<file path="src/core/mcx_map.svh">
`ifndef MCX_MAP_SVH
`define MCX_MAP_SVH

// ****************************************************************
// widths
// ****************************************************************
`define MCX_INSTR_W 16
`define MCX_DATA_W 16
`define MCX_PC_W 10
`define MCX_SPI_ADDR_W 10
`define MCX_ALU_SEL_W 3
`define MCX_ALU_REGS 8
`define MCX_ROWS 5
`define MCX_ROW_IDX_W 3
`define MCX_COND_SEL_W 4
`define MCX_CONDS 16

// ****************************************************************
// instruction fields and opcodes
// ****************************************************************
`define MCX_INSTR_MSB 15
`define MCX_WAIT_OPC_LSB 5
`define MCX_WAIT_SEL_MSB 4
`define MCX_WAIT_SEL_LSB 0
`define MCX_WAIT_OPC 11'h1A8
`define MCX_WRSPI_OPC 16'h3543
`define MCX_XOR_OPC_LSB 3
`define MCX_XOR_SEL_MSB 2
`define MCX_XOR_SEL_LSB 0
`define MCX_XOR_OPC 13'h05DA

// ****************************************************************
// values
// ****************************************************************
`define MCX_ROWS_NONE 5'h00
`define MCX_DATA_ZERO 16'h0000
`define MCX_DATA_ONES 16'hFFFF
`define MCX_PC_RESET 10'h000
`define MCX_PC_STEP 10'h001
`define MCX_ADDR_RESET 10'h000
`define MCX_COND_RESET 4'h0
`define MCX_DEST_RESET 10'h000

`endif

</file>
<file path="src/core/mcx_pkg.sv">
`include "mcx_map.svh"

package mcx_pkg;

  typedef enum logic [1:0] {
    MCX_OP_NONE = 2'b00,
    MCX_OP_WAIT = 2'b01,
    MCX_OP_WRSPI = 2'b10,
    MCX_OP_XOR = 2'b11
  } mcx_op_t;

  typedef enum logic {
    MCX_SPI_IDLE = 1'b0,
    MCX_SPI_DATA = 1'b1
  } mcx_spi_state_t;

  typedef logic [`MCX_DATA_W-1:0] mcx_word_t;
  typedef logic [`MCX_PC_W-1:0] mcx_pc_t;
  typedef logic [`MCX_SPI_ADDR_W-1:0] mcx_spi_addr_t;
  typedef logic [`MCX_ALU_SEL_W-1:0] mcx_alu_sel_t;
  typedef logic [`MCX_ROWS-1:0] mcx_rows_t;
  typedef logic [`MCX_ROW_IDX_W-1:0] mcx_row_idx_t;
  typedef logic [`MCX_COND_SEL_W-1:0] mcx_cond_sel_t;
  typedef logic [`MCX_CONDS-1:0] mcx_conds_t;
  typedef logic [`MCX_ALU_REGS-1:0][`MCX_DATA_W-1:0] mcx_alu_file_t;

endpackage : mcx_pkg

</file>
<file path="src/core/mcx_wait_table.sv">
`include "mcx_map.svh"

module mcx_wait_table (
  input wire logic clock,
  input wire logic rst,
  input wire logic clockEn,
  input wire logic entryWe,
  input wire mcx_pkg::mcx_row_idx_t entryRow,
  input wire mcx_pkg::mcx_cond_sel_t entryCond,
  input wire mcx_pkg::mcx_pc_t entryDest,
  input wire mcx_pkg::mcx_conds_t condIn,
  input wire mcx_pkg::mcx_rows_t rowSelect,
  output logic hit,
  output mcx_pkg::mcx_pc_t hitDest
);
  import mcx_pkg::*;

  mcx_cond_sel_t condSel_q [`MCX_ROWS];
  mcx_pc_t dest_q [`MCX_ROWS];
  mcx_rows_t rowMet;

  // ****************************************************************
  // table rows
  // ****************************************************************
  genvar r;
  generate
    for (r = 0; r < `MCX_ROWS; r++) begin : g_row
      mcx_cond_sel_t condSel_d;
      mcx_pc_t dest_d;
      always_comb begin
        condSel_d = condSel_q[r];
        dest_d = dest_q[r];
        if (entryWe && entryRow == mcx_row_idx_t'(r)) begin // RQ12
          condSel_d = entryCond;
          dest_d = entryDest;
        end
        rowMet[r] = rowSelect[r] & condIn[condSel_q[r]]; // RQ2
      end
      always_ff @(posedge clock or posedge rst) begin
        if (rst) begin
          condSel_q[r] <= `MCX_COND_RESET;
          dest_q[r] <= `MCX_DEST_RESET;
        end else if (clockEn) begin
          condSel_q[r] <= condSel_d;
          dest_q[r] <= dest_d;
        end
      end
    end
  endgenerate

  // lowest satisfied row wins
  always_comb begin
    hit = |rowMet; // RQ2
    hitDest = `MCX_DEST_RESET;
    for (int i = `MCX_ROWS - 1; i >= 0; i--) begin
      if (rowMet[i]) begin
        hitDest = dest_q[i]; // RQ14
      end
    end
  end
endmodule : mcx_wait_table

</file>
<file path="src/core/mcx_exec.sv">
// Operation
// RQ1 - empty row select stalls forever
// RQ2 - each select bit enables one row
// RQ3 - wait opcode upper eleven bits, select low
// RQ4 - spi write uses address and data registers
// RQ5 - program loads those registers beforehand
// RQ6 - spi write completes in two cycles
// RQ7 - changing data next instruction corrupts write
// RQ8 - xor with immediate mask, written back
// RQ9 - zero flag on all-zero xor result
// RQ10 - ones flag on all-ones xor result
// RQ11 - wait holds counter then jumps
// RQ12 - wait table written by entry port
// RQ13 - xor opcode upper thirteen bits, reg low
// RQ14 - lowest satisfied row picks destination
`include "mcx_map.svh"

module mcx_exec (
  input wire logic clock,
  input wire logic rst,
  input wire logic clockEn,
  input wire logic instrValid,
  input wire mcx_pkg::mcx_word_t instrWord,
  input wire mcx_pkg::mcx_conds_t waitCondIn,
  input wire logic waitEntryWe,
  input wire mcx_pkg::mcx_row_idx_t waitEntryRow,
  input wire mcx_pkg::mcx_cond_sel_t waitEntryCond,
  input wire mcx_pkg::mcx_pc_t waitEntryDest,
  input wire mcx_pkg::mcx_spi_addr_t serialAddrReg,
  input wire mcx_pkg::mcx_word_t serialDataReg,
  input wire mcx_pkg::mcx_word_t immediateMaskReg,
  input wire logic aluWrEn,
  input wire mcx_pkg::mcx_alu_sel_t aluWrSel,
  input wire mcx_pkg::mcx_word_t aluWrData,
  output mcx_pkg::mcx_pc_t microcodeProgramCounter_q,
  output logic waitStall_q,
  output logic spiWrBusy_q,
  output logic spiWrStrobe_q,
  output mcx_pkg::mcx_spi_addr_t spiWrAddr_q,
  output mcx_pkg::mcx_word_t spiWrData_q,
  output mcx_pkg::mcx_alu_file_t aluRegisterSubset_q,
  output logic maskZeroFlag_q,
  output logic maskOnesFlag_q
);
  import mcx_pkg::*;

  // ****************************************************************
  // decode
  // ****************************************************************
  mcx_op_t opKind;
  mcx_rows_t waitRowSelect;
  mcx_alu_sel_t aluOperandSelect;

  always_comb begin
    opKind = MCX_OP_NONE;
    waitRowSelect = instrWord[`MCX_WAIT_SEL_MSB:`MCX_WAIT_SEL_LSB]; // RQ3
    aluOperandSelect = instrWord[`MCX_XOR_SEL_MSB:`MCX_XOR_SEL_LSB]; // RQ13
    if (instrValid) begin
      if (instrWord[`MCX_INSTR_MSB:`MCX_WAIT_OPC_LSB] == `MCX_WAIT_OPC) begin
        opKind = MCX_OP_WAIT; // RQ3
      end else if (instrWord == `MCX_WRSPI_OPC) begin
        opKind = MCX_OP_WRSPI;
      end else if (instrWord[`MCX_INSTR_MSB:`MCX_XOR_OPC_LSB]
                   == `MCX_XOR_OPC) begin
        opKind = MCX_OP_XOR; // RQ13
      end
    end
  end

  logic waitHit;
  mcx_pc_t waitDest;

  mcx_wait_table u_wait_table (
    .clock(clock),
    .rst(rst),
    .clockEn(clockEn),
    .entryWe(waitEntryWe),
    .entryRow(waitEntryRow),
    .entryCond(waitEntryCond),
    .entryDest(waitEntryDest),
    .condIn(waitCondIn),
    .rowSelect(waitRowSelect),
    .hit(waitHit),
    .hitDest(waitDest)
  );

  // ****************************************************************
  // program counter
  // ****************************************************************
  mcx_pc_t pc_d;
  logic waitStall_d;

  always_comb begin
    pc_d = microcodeProgramCounter_q;
    waitStall_d = 1'b0;
    case (opKind)
      MCX_OP_WAIT: begin
        if (waitRowSelect == `MCX_ROWS_NONE) begin
          waitStall_d = 1'b1; // RQ1
        end else if (waitHit) begin
          pc_d = waitDest; // RQ11
        end else begin
          waitStall_d = 1'b1; // RQ11
        end
      end
      MCX_OP_WRSPI: begin
        if (!spiWrBusy_q) begin
          pc_d = microcodeProgramCounter_q + `MCX_PC_STEP;
        end
      end
      MCX_OP_XOR: begin
        pc_d = microcodeProgramCounter_q + `MCX_PC_STEP;
      end
      MCX_OP_NONE: begin
        if (instrValid) begin
          pc_d = microcodeProgramCounter_q + `MCX_PC_STEP;
        end
      end
      default: begin
        pc_d = microcodeProgramCounter_q;
      end
    endcase
  end

  always_ff @(posedge clock or posedge rst) begin
    if (rst) begin
      microcodeProgramCounter_q <= `MCX_PC_RESET;
      waitStall_q <= 1'b0;
    end else if (clockEn) begin
      microcodeProgramCounter_q <= pc_d;
      waitStall_q <= waitStall_d;
    end
  end

  // ****************************************************************
  // spi backdoor write
  // ****************************************************************
  mcx_spi_state_t spiState_q, spiState_d;
  logic spiWrBusy_d;
  logic spiWrStrobe_d;
  mcx_spi_addr_t spiWrAddr_d;
  mcx_word_t spiWrData_d;

  always_comb begin
    spiState_d = spiState_q;
    spiWrBusy_d = spiWrBusy_q;
    spiWrStrobe_d = 1'b0;
    spiWrAddr_d = spiWrAddr_q;
    spiWrData_d = spiWrData_q;
    case (spiState_q)
      MCX_SPI_IDLE: begin
        if (opKind == MCX_OP_WRSPI) begin
          spiState_d = MCX_SPI_DATA;
          spiWrBusy_d = 1'b1;
          spiWrAddr_d = serialAddrReg; // RQ4
        end
      end
      MCX_SPI_DATA: begin
        // data taken one cycle late, overlapping the next instruction
        spiWrData_d = serialDataReg; // RQ7
        spiWrStrobe_d = 1'b1; // RQ6
        spiWrBusy_d = 1'b0;
        spiState_d = MCX_SPI_IDLE;
      end
      default: begin
        spiState_d = MCX_SPI_IDLE;
        spiWrBusy_d = 1'b0;
      end
    endcase
  end

  always_ff @(posedge clock or posedge rst) begin
    if (rst) begin
      spiState_q <= MCX_SPI_IDLE;
      spiWrBusy_q <= 1'b0;
      spiWrStrobe_q <= 1'b0;
      spiWrAddr_q <= `MCX_ADDR_RESET;
      spiWrData_q <= `MCX_DATA_ZERO;
    end else if (clockEn) begin
      spiState_q <= spiState_d;
      spiWrBusy_q <= spiWrBusy_d;
      spiWrStrobe_q <= spiWrStrobe_d;
      spiWrAddr_q <= spiWrAddr_d;
      spiWrData_q <= spiWrData_d;
    end
  end

  // ****************************************************************
  // alu registers and mask flags
  // ****************************************************************
  mcx_alu_file_t aluRegs_d;
  mcx_word_t xorResult;
  logic maskZeroFlag_d;
  logic maskOnesFlag_d;

  always_comb begin
    aluRegs_d = aluRegisterSubset_q;
    maskZeroFlag_d = maskZeroFlag_q;
    maskOnesFlag_d = maskOnesFlag_q;
    xorResult = aluRegisterSubset_q[aluOperandSelect] ^ immediateMaskReg;
    if (aluWrEn) begin
      aluRegs_d[aluWrSel] = aluWrData;
    end
    if (opKind == MCX_OP_XOR) begin
      aluRegs_d[aluOperandSelect] = xorResult; // RQ8
      maskZeroFlag_d = (xorResult == `MCX_DATA_ZERO); // RQ9
      maskOnesFlag_d = (xorResult == `MCX_DATA_ONES); // RQ10
    end
  end

  always_ff @(posedge clock or posedge rst) begin
    if (rst) begin
      aluRegisterSubset_q <= '0;
      maskZeroFlag_q <= 1'b0;
      maskOnesFlag_q <= 1'b0;
    end else if (clockEn) begin
      aluRegisterSubset_q <= aluRegs_d;
      maskZeroFlag_q <= maskZeroFlag_d;
      maskOnesFlag_q <= maskOnesFlag_d;
    end
  end

  logic rawWait;
  logic rawXor;
  assign rawWait = instrValid
    && instrWord[`MCX_INSTR_MSB:`MCX_WAIT_OPC_LSB] == `MCX_WAIT_OPC;
  assign rawXor = instrValid && !rawWait && instrWord != `MCX_WRSPI_OPC
    && instrWord[`MCX_INSTR_MSB:`MCX_XOR_OPC_LSB] == `MCX_XOR_OPC;
endmodule : mcx_exec

</file>
<file path="config.mk">
export PLATFORM = sky130hd
export DESIGN_NAME = mcx_exec
export DESIGN_NICKNAME = d
export VERILOG_FILES = /design/src/core/mcx_pkg.sv /design/src/core/mcx_wait_table.sv /design/src/core/mcx_exec.sv
export VERILOG_INCLUDE_DIRS = /design/src /design/src/core
export SDC_FILE = /design/constraint.sdc
export NUM_CORES = 1
export LEC_CHECK = 0
export BUFFER_PORTS_ARGS = -buffer_cell sky130_fd_sc_hd__buf_2
export CAP_MARGIN = 20
export CELL_PAD_IN_SITES_DETAIL_PLACEMENT = 0
export CELL_PAD_IN_SITES_GLOBAL_PLACEMENT = 2
export CORE_ASPECT_RATIO = 1.1
export CORE_MARGIN = 4
export CORE_UTILIZATION = 35
export DETAILED_ROUTE_END_ITERATION = 12
export PLACE_DENSITY_LB_ADDON = 0.1
export SYNTH_ARGS = -nofsm -noshare
export SYNTH_HDL_FRONTEND = slang
export SYNTH_SLANG_ARGS = --single-unit
</file>
<file path="constraint.sdc">
create_clock -name clock -period 11.4 [get_ports clock]
set_input_delay 1.14 -clock clock [delete_from_list [all_inputs] [get_ports clock]]
set_output_delay 1.14 -clock clock [all_outputs]
set_load 0.05 [all_outputs]
</file>
==> out/results.txt <==
status = finished clean
min cycle time layout = 4.07 ns
Post-route DRC = 0
post-synth cell types = 64
Final Setup Violations = 0
Seq cells post-synth = 240
Initial Utilization = 0.356
RSZ-0062 raised after global routing = no
cell row count = 71
largest net degree at the start of global routing = 100
FILL cells = 3,374
Yosys Warn Count = 0
GP Congestion = 0.841
cell internal pwr = 1980 uW
clock latency on the worst-skew pair = 0.54 ns
Fin. Hold Viols = 0
CTS root buf = clkbuf_16
most used cell, CP = nand4_1
clock power share = 0.291
Logic pwr share = 0.343
# clock sinks = 240
setup ws final = 7.33 ns
P&R area growth vs syn = 22.9%
drt first pass iters = 7
maximum vdd drop = 0.141 mV
DR vias/cell = 5.83
fmax = 245 MHz
placed inst area = 14,000 um^2
Sw Share = 0.417
Resize count post-CTS = 0
Least-Margin Pin Slew = 1.15 ns
Synth area leader = dfrtp_1
Post-synth EDFFs = 0
Routed Antenna Nets = 0
initial antenna violation count = 1
Yosys top cell area share = 0.491
vias in the first global route = 11.1k
drt wl/cell = 26.0 um
CP peak stage delay = 0.97 ns
slowest stage cell, crit path = and3b_1
clk_skew = 0.0105 ns
Slew headroom = 0.229
cell count after synthesis = 1,174
CP arrival = 4.54 ns
syn nets = 1,291
Final Power = 3390 uW
Critical Path, Cell by Cell = buf_2 -> and3b_1 -> a22oi_1 -> nand4_1 -> xor2_1 -> nand4_1 -> or4_1 -> o21ai_1
Die X = 186 um
starting DRC count in detailed routing = 931
CTS tree = done
DRT Wirelength = 48,900 um
Critical Path Source Type = primary input
Top FF cell, synth = dfrtp_1
CP Class = primary input to flip-flop
fin cells = 1,878
CP Data Required Time = 11.87 ns
global-route wire length before repair = 72,900 um
Power Dens Cells = 226 nW/um^2
via count = 11.0k
critical path's top delay family = simple AND/OR/NAND/NOR gates
P_leak = 0.00655 uW
Die ar. = 38,000 um^2
HP Class = flip-flop to flip-flop
Antenna diodes = 0
Die Ht = 204 um
number of CTS-inserted buffers = 28
Async S/R FF share, synth = 1.00
Crit Path Max Fanout = 17
Total GRT Usage = 0.250
fin. max-slew vios = 0
H-tree depth = 1
net switching power = 1410 uW
max_cap viols = 0
IO buf count = 284
register area share after synthesis = 0.491
Buf/Inv on CP = 1
dpl ws = 6.75 ns
ranking of synthesized cells by area = dfrtp_1 49%, mux2_2 8.9%, o22ai_1 6.7%
Clock transition at path regs = 0.06 ns
Cell Area, Synth = 12,200 um^2
Final Instance Area = 15,000 um^2
sequential share of power = 0.366
Post-CTS Setup Inserts = 0
dpl cells = 1,824
Final TNS setup = 0 ns
crit end category = flip-flop
Remaining Overflow, GRT = 0
Core ar. = 34,400 um^2
syn_area_per_cell = 10.4 um^2
Max Buffers Root-to-Sink = 3
layout cells sized above 1 = 0.350
hold buffer count at cts = 0
Detailed Place HPWL = 33,100 um
boundary pin count = 285
Nets = 1,535
Final period util = 0.357
[final timing paths]
path,from,endpoint,slack (ns),cells past startpoint
max,instrWord[2],maskOnesFlag_q$_DFFE_PP0P_,7.33,8
max reg2reg,u_wait_table.condSel_q[6]$_DFFE_PP0P_,microcodeProgramCounter_q[1]$_DFFE_PP0P_,8.16,9
min in group asynchronous,rst,spiWrAddr_q[0]$_DFFE_PP0P_,0.73,2
max in group asynchronous,rst,u_wait_table.condSel_q[15]$_DFFE_PP0P_,9.21,3
min reg2reg,spiState_q$_DFFE_PP0P_,spiWrBusy_q$_DFFE_PP0P_,0.47,1
min,spiState_q$_DFFE_PP0P_,spiWrBusy_q$_DFFE_PP0P_,0.47,1
[synth_stat cells (all sizes together), types with 2 or more instances]
library cell,number
nor3b,5
and3b,2
mux4,15
nor2,169
mux2,98
a221oi,19
o41ai,3
o32a,6
nand2,37
or2,2
nand4,24
a21boi,6
xor2,18
nand2b,7
o22ai,131
dfrtp,240
and2,3
o311ai,2
a31oi,3
buf,40
nand3b,2
and3,2
a21oi,139
nor2b,2
nor3,6
o22a,5
clkbuf,53
o21ai,9
nand3,7
nand4b,2
mux2i,16
inv,12
a22oi,65
nor4,12
[power groups by stage]
stage / sequential (uW) / clock (uW) / combinational [uW]
after floorplan: 1630 / 0 / 423
after global placement: 1250 / 0 / 1160
after detailed placement: 1250 / 0 / 1170
after CTS: 1240 / 1010 / 1170
after global routing: 1260 / 1050 / 1240
final: 1240 / 989 / 1160
[state kept, by name, summed over array words and instances, names as in the netlist, 10 cells and up]
name,cells
aluRegisterSubset_q,128
microcodeProgramCounter_q,10
spiWrAddr_q,10
spiWrData_q,16
u_wait_table.condSel_q,20
u_wait_table.dest_q,50
[placed cells by master, fill, tap and decap left out, types with 16 or more instances in the layout]
cell type,count
nor2_1,167
a21oi_1,139
buf_2,283
buf_4,22
nand2_1,34
clkbuf_16,29
nand4_1,24
dfrtp_1,240
o22ai_1,131
mux2i_1,16
a22oi_1,65
mux2_2,97
[metrics by stage]
step	util	hold WS (ns)
floorplan	-	0.444
global placement	0.406	0.470
detailed placement	0.406	0.477
CTS	0.436	0.478
global route	0.437	0.491
finish	0.437	0.472
[area by class of cell]
class,instances,area (um^2),share of cell area
well taps,438,548,0.0365
flip-flops and latches,240,6010,0.400
clock buffers,42,865,0.0575
multi-input cells,829,5780,0.384
inverters,12,52.6,0.00350
repair buffers,307,1620,0.108
clock inverters,10,154,0.0102
[cells by family after synthesis]
family / Yosys count / synth area share
compound gates: 393 / 0.205
xor+xnor: 18 / 0.0196
fa+ha+maj: 1 / 0.00102
buf+inv: 105 / 0.0373
flops: 240 / 0.491
mux: 129 / 0.132
simple gates: 288 / 0.114
[routing by layer]
layer	share of wire	vias to the layer above	wire, um	global-route usage
li1	-	4922	-	-
met4	0.024	2	1170	0.0692
met3	0.069	73	3370	0.0473
met1	0.42	5502	20500	0.342
met5	0.00014	-	7	0
met2	0.49	456	23800	0.408
Power figures use the tool's default switching activity.
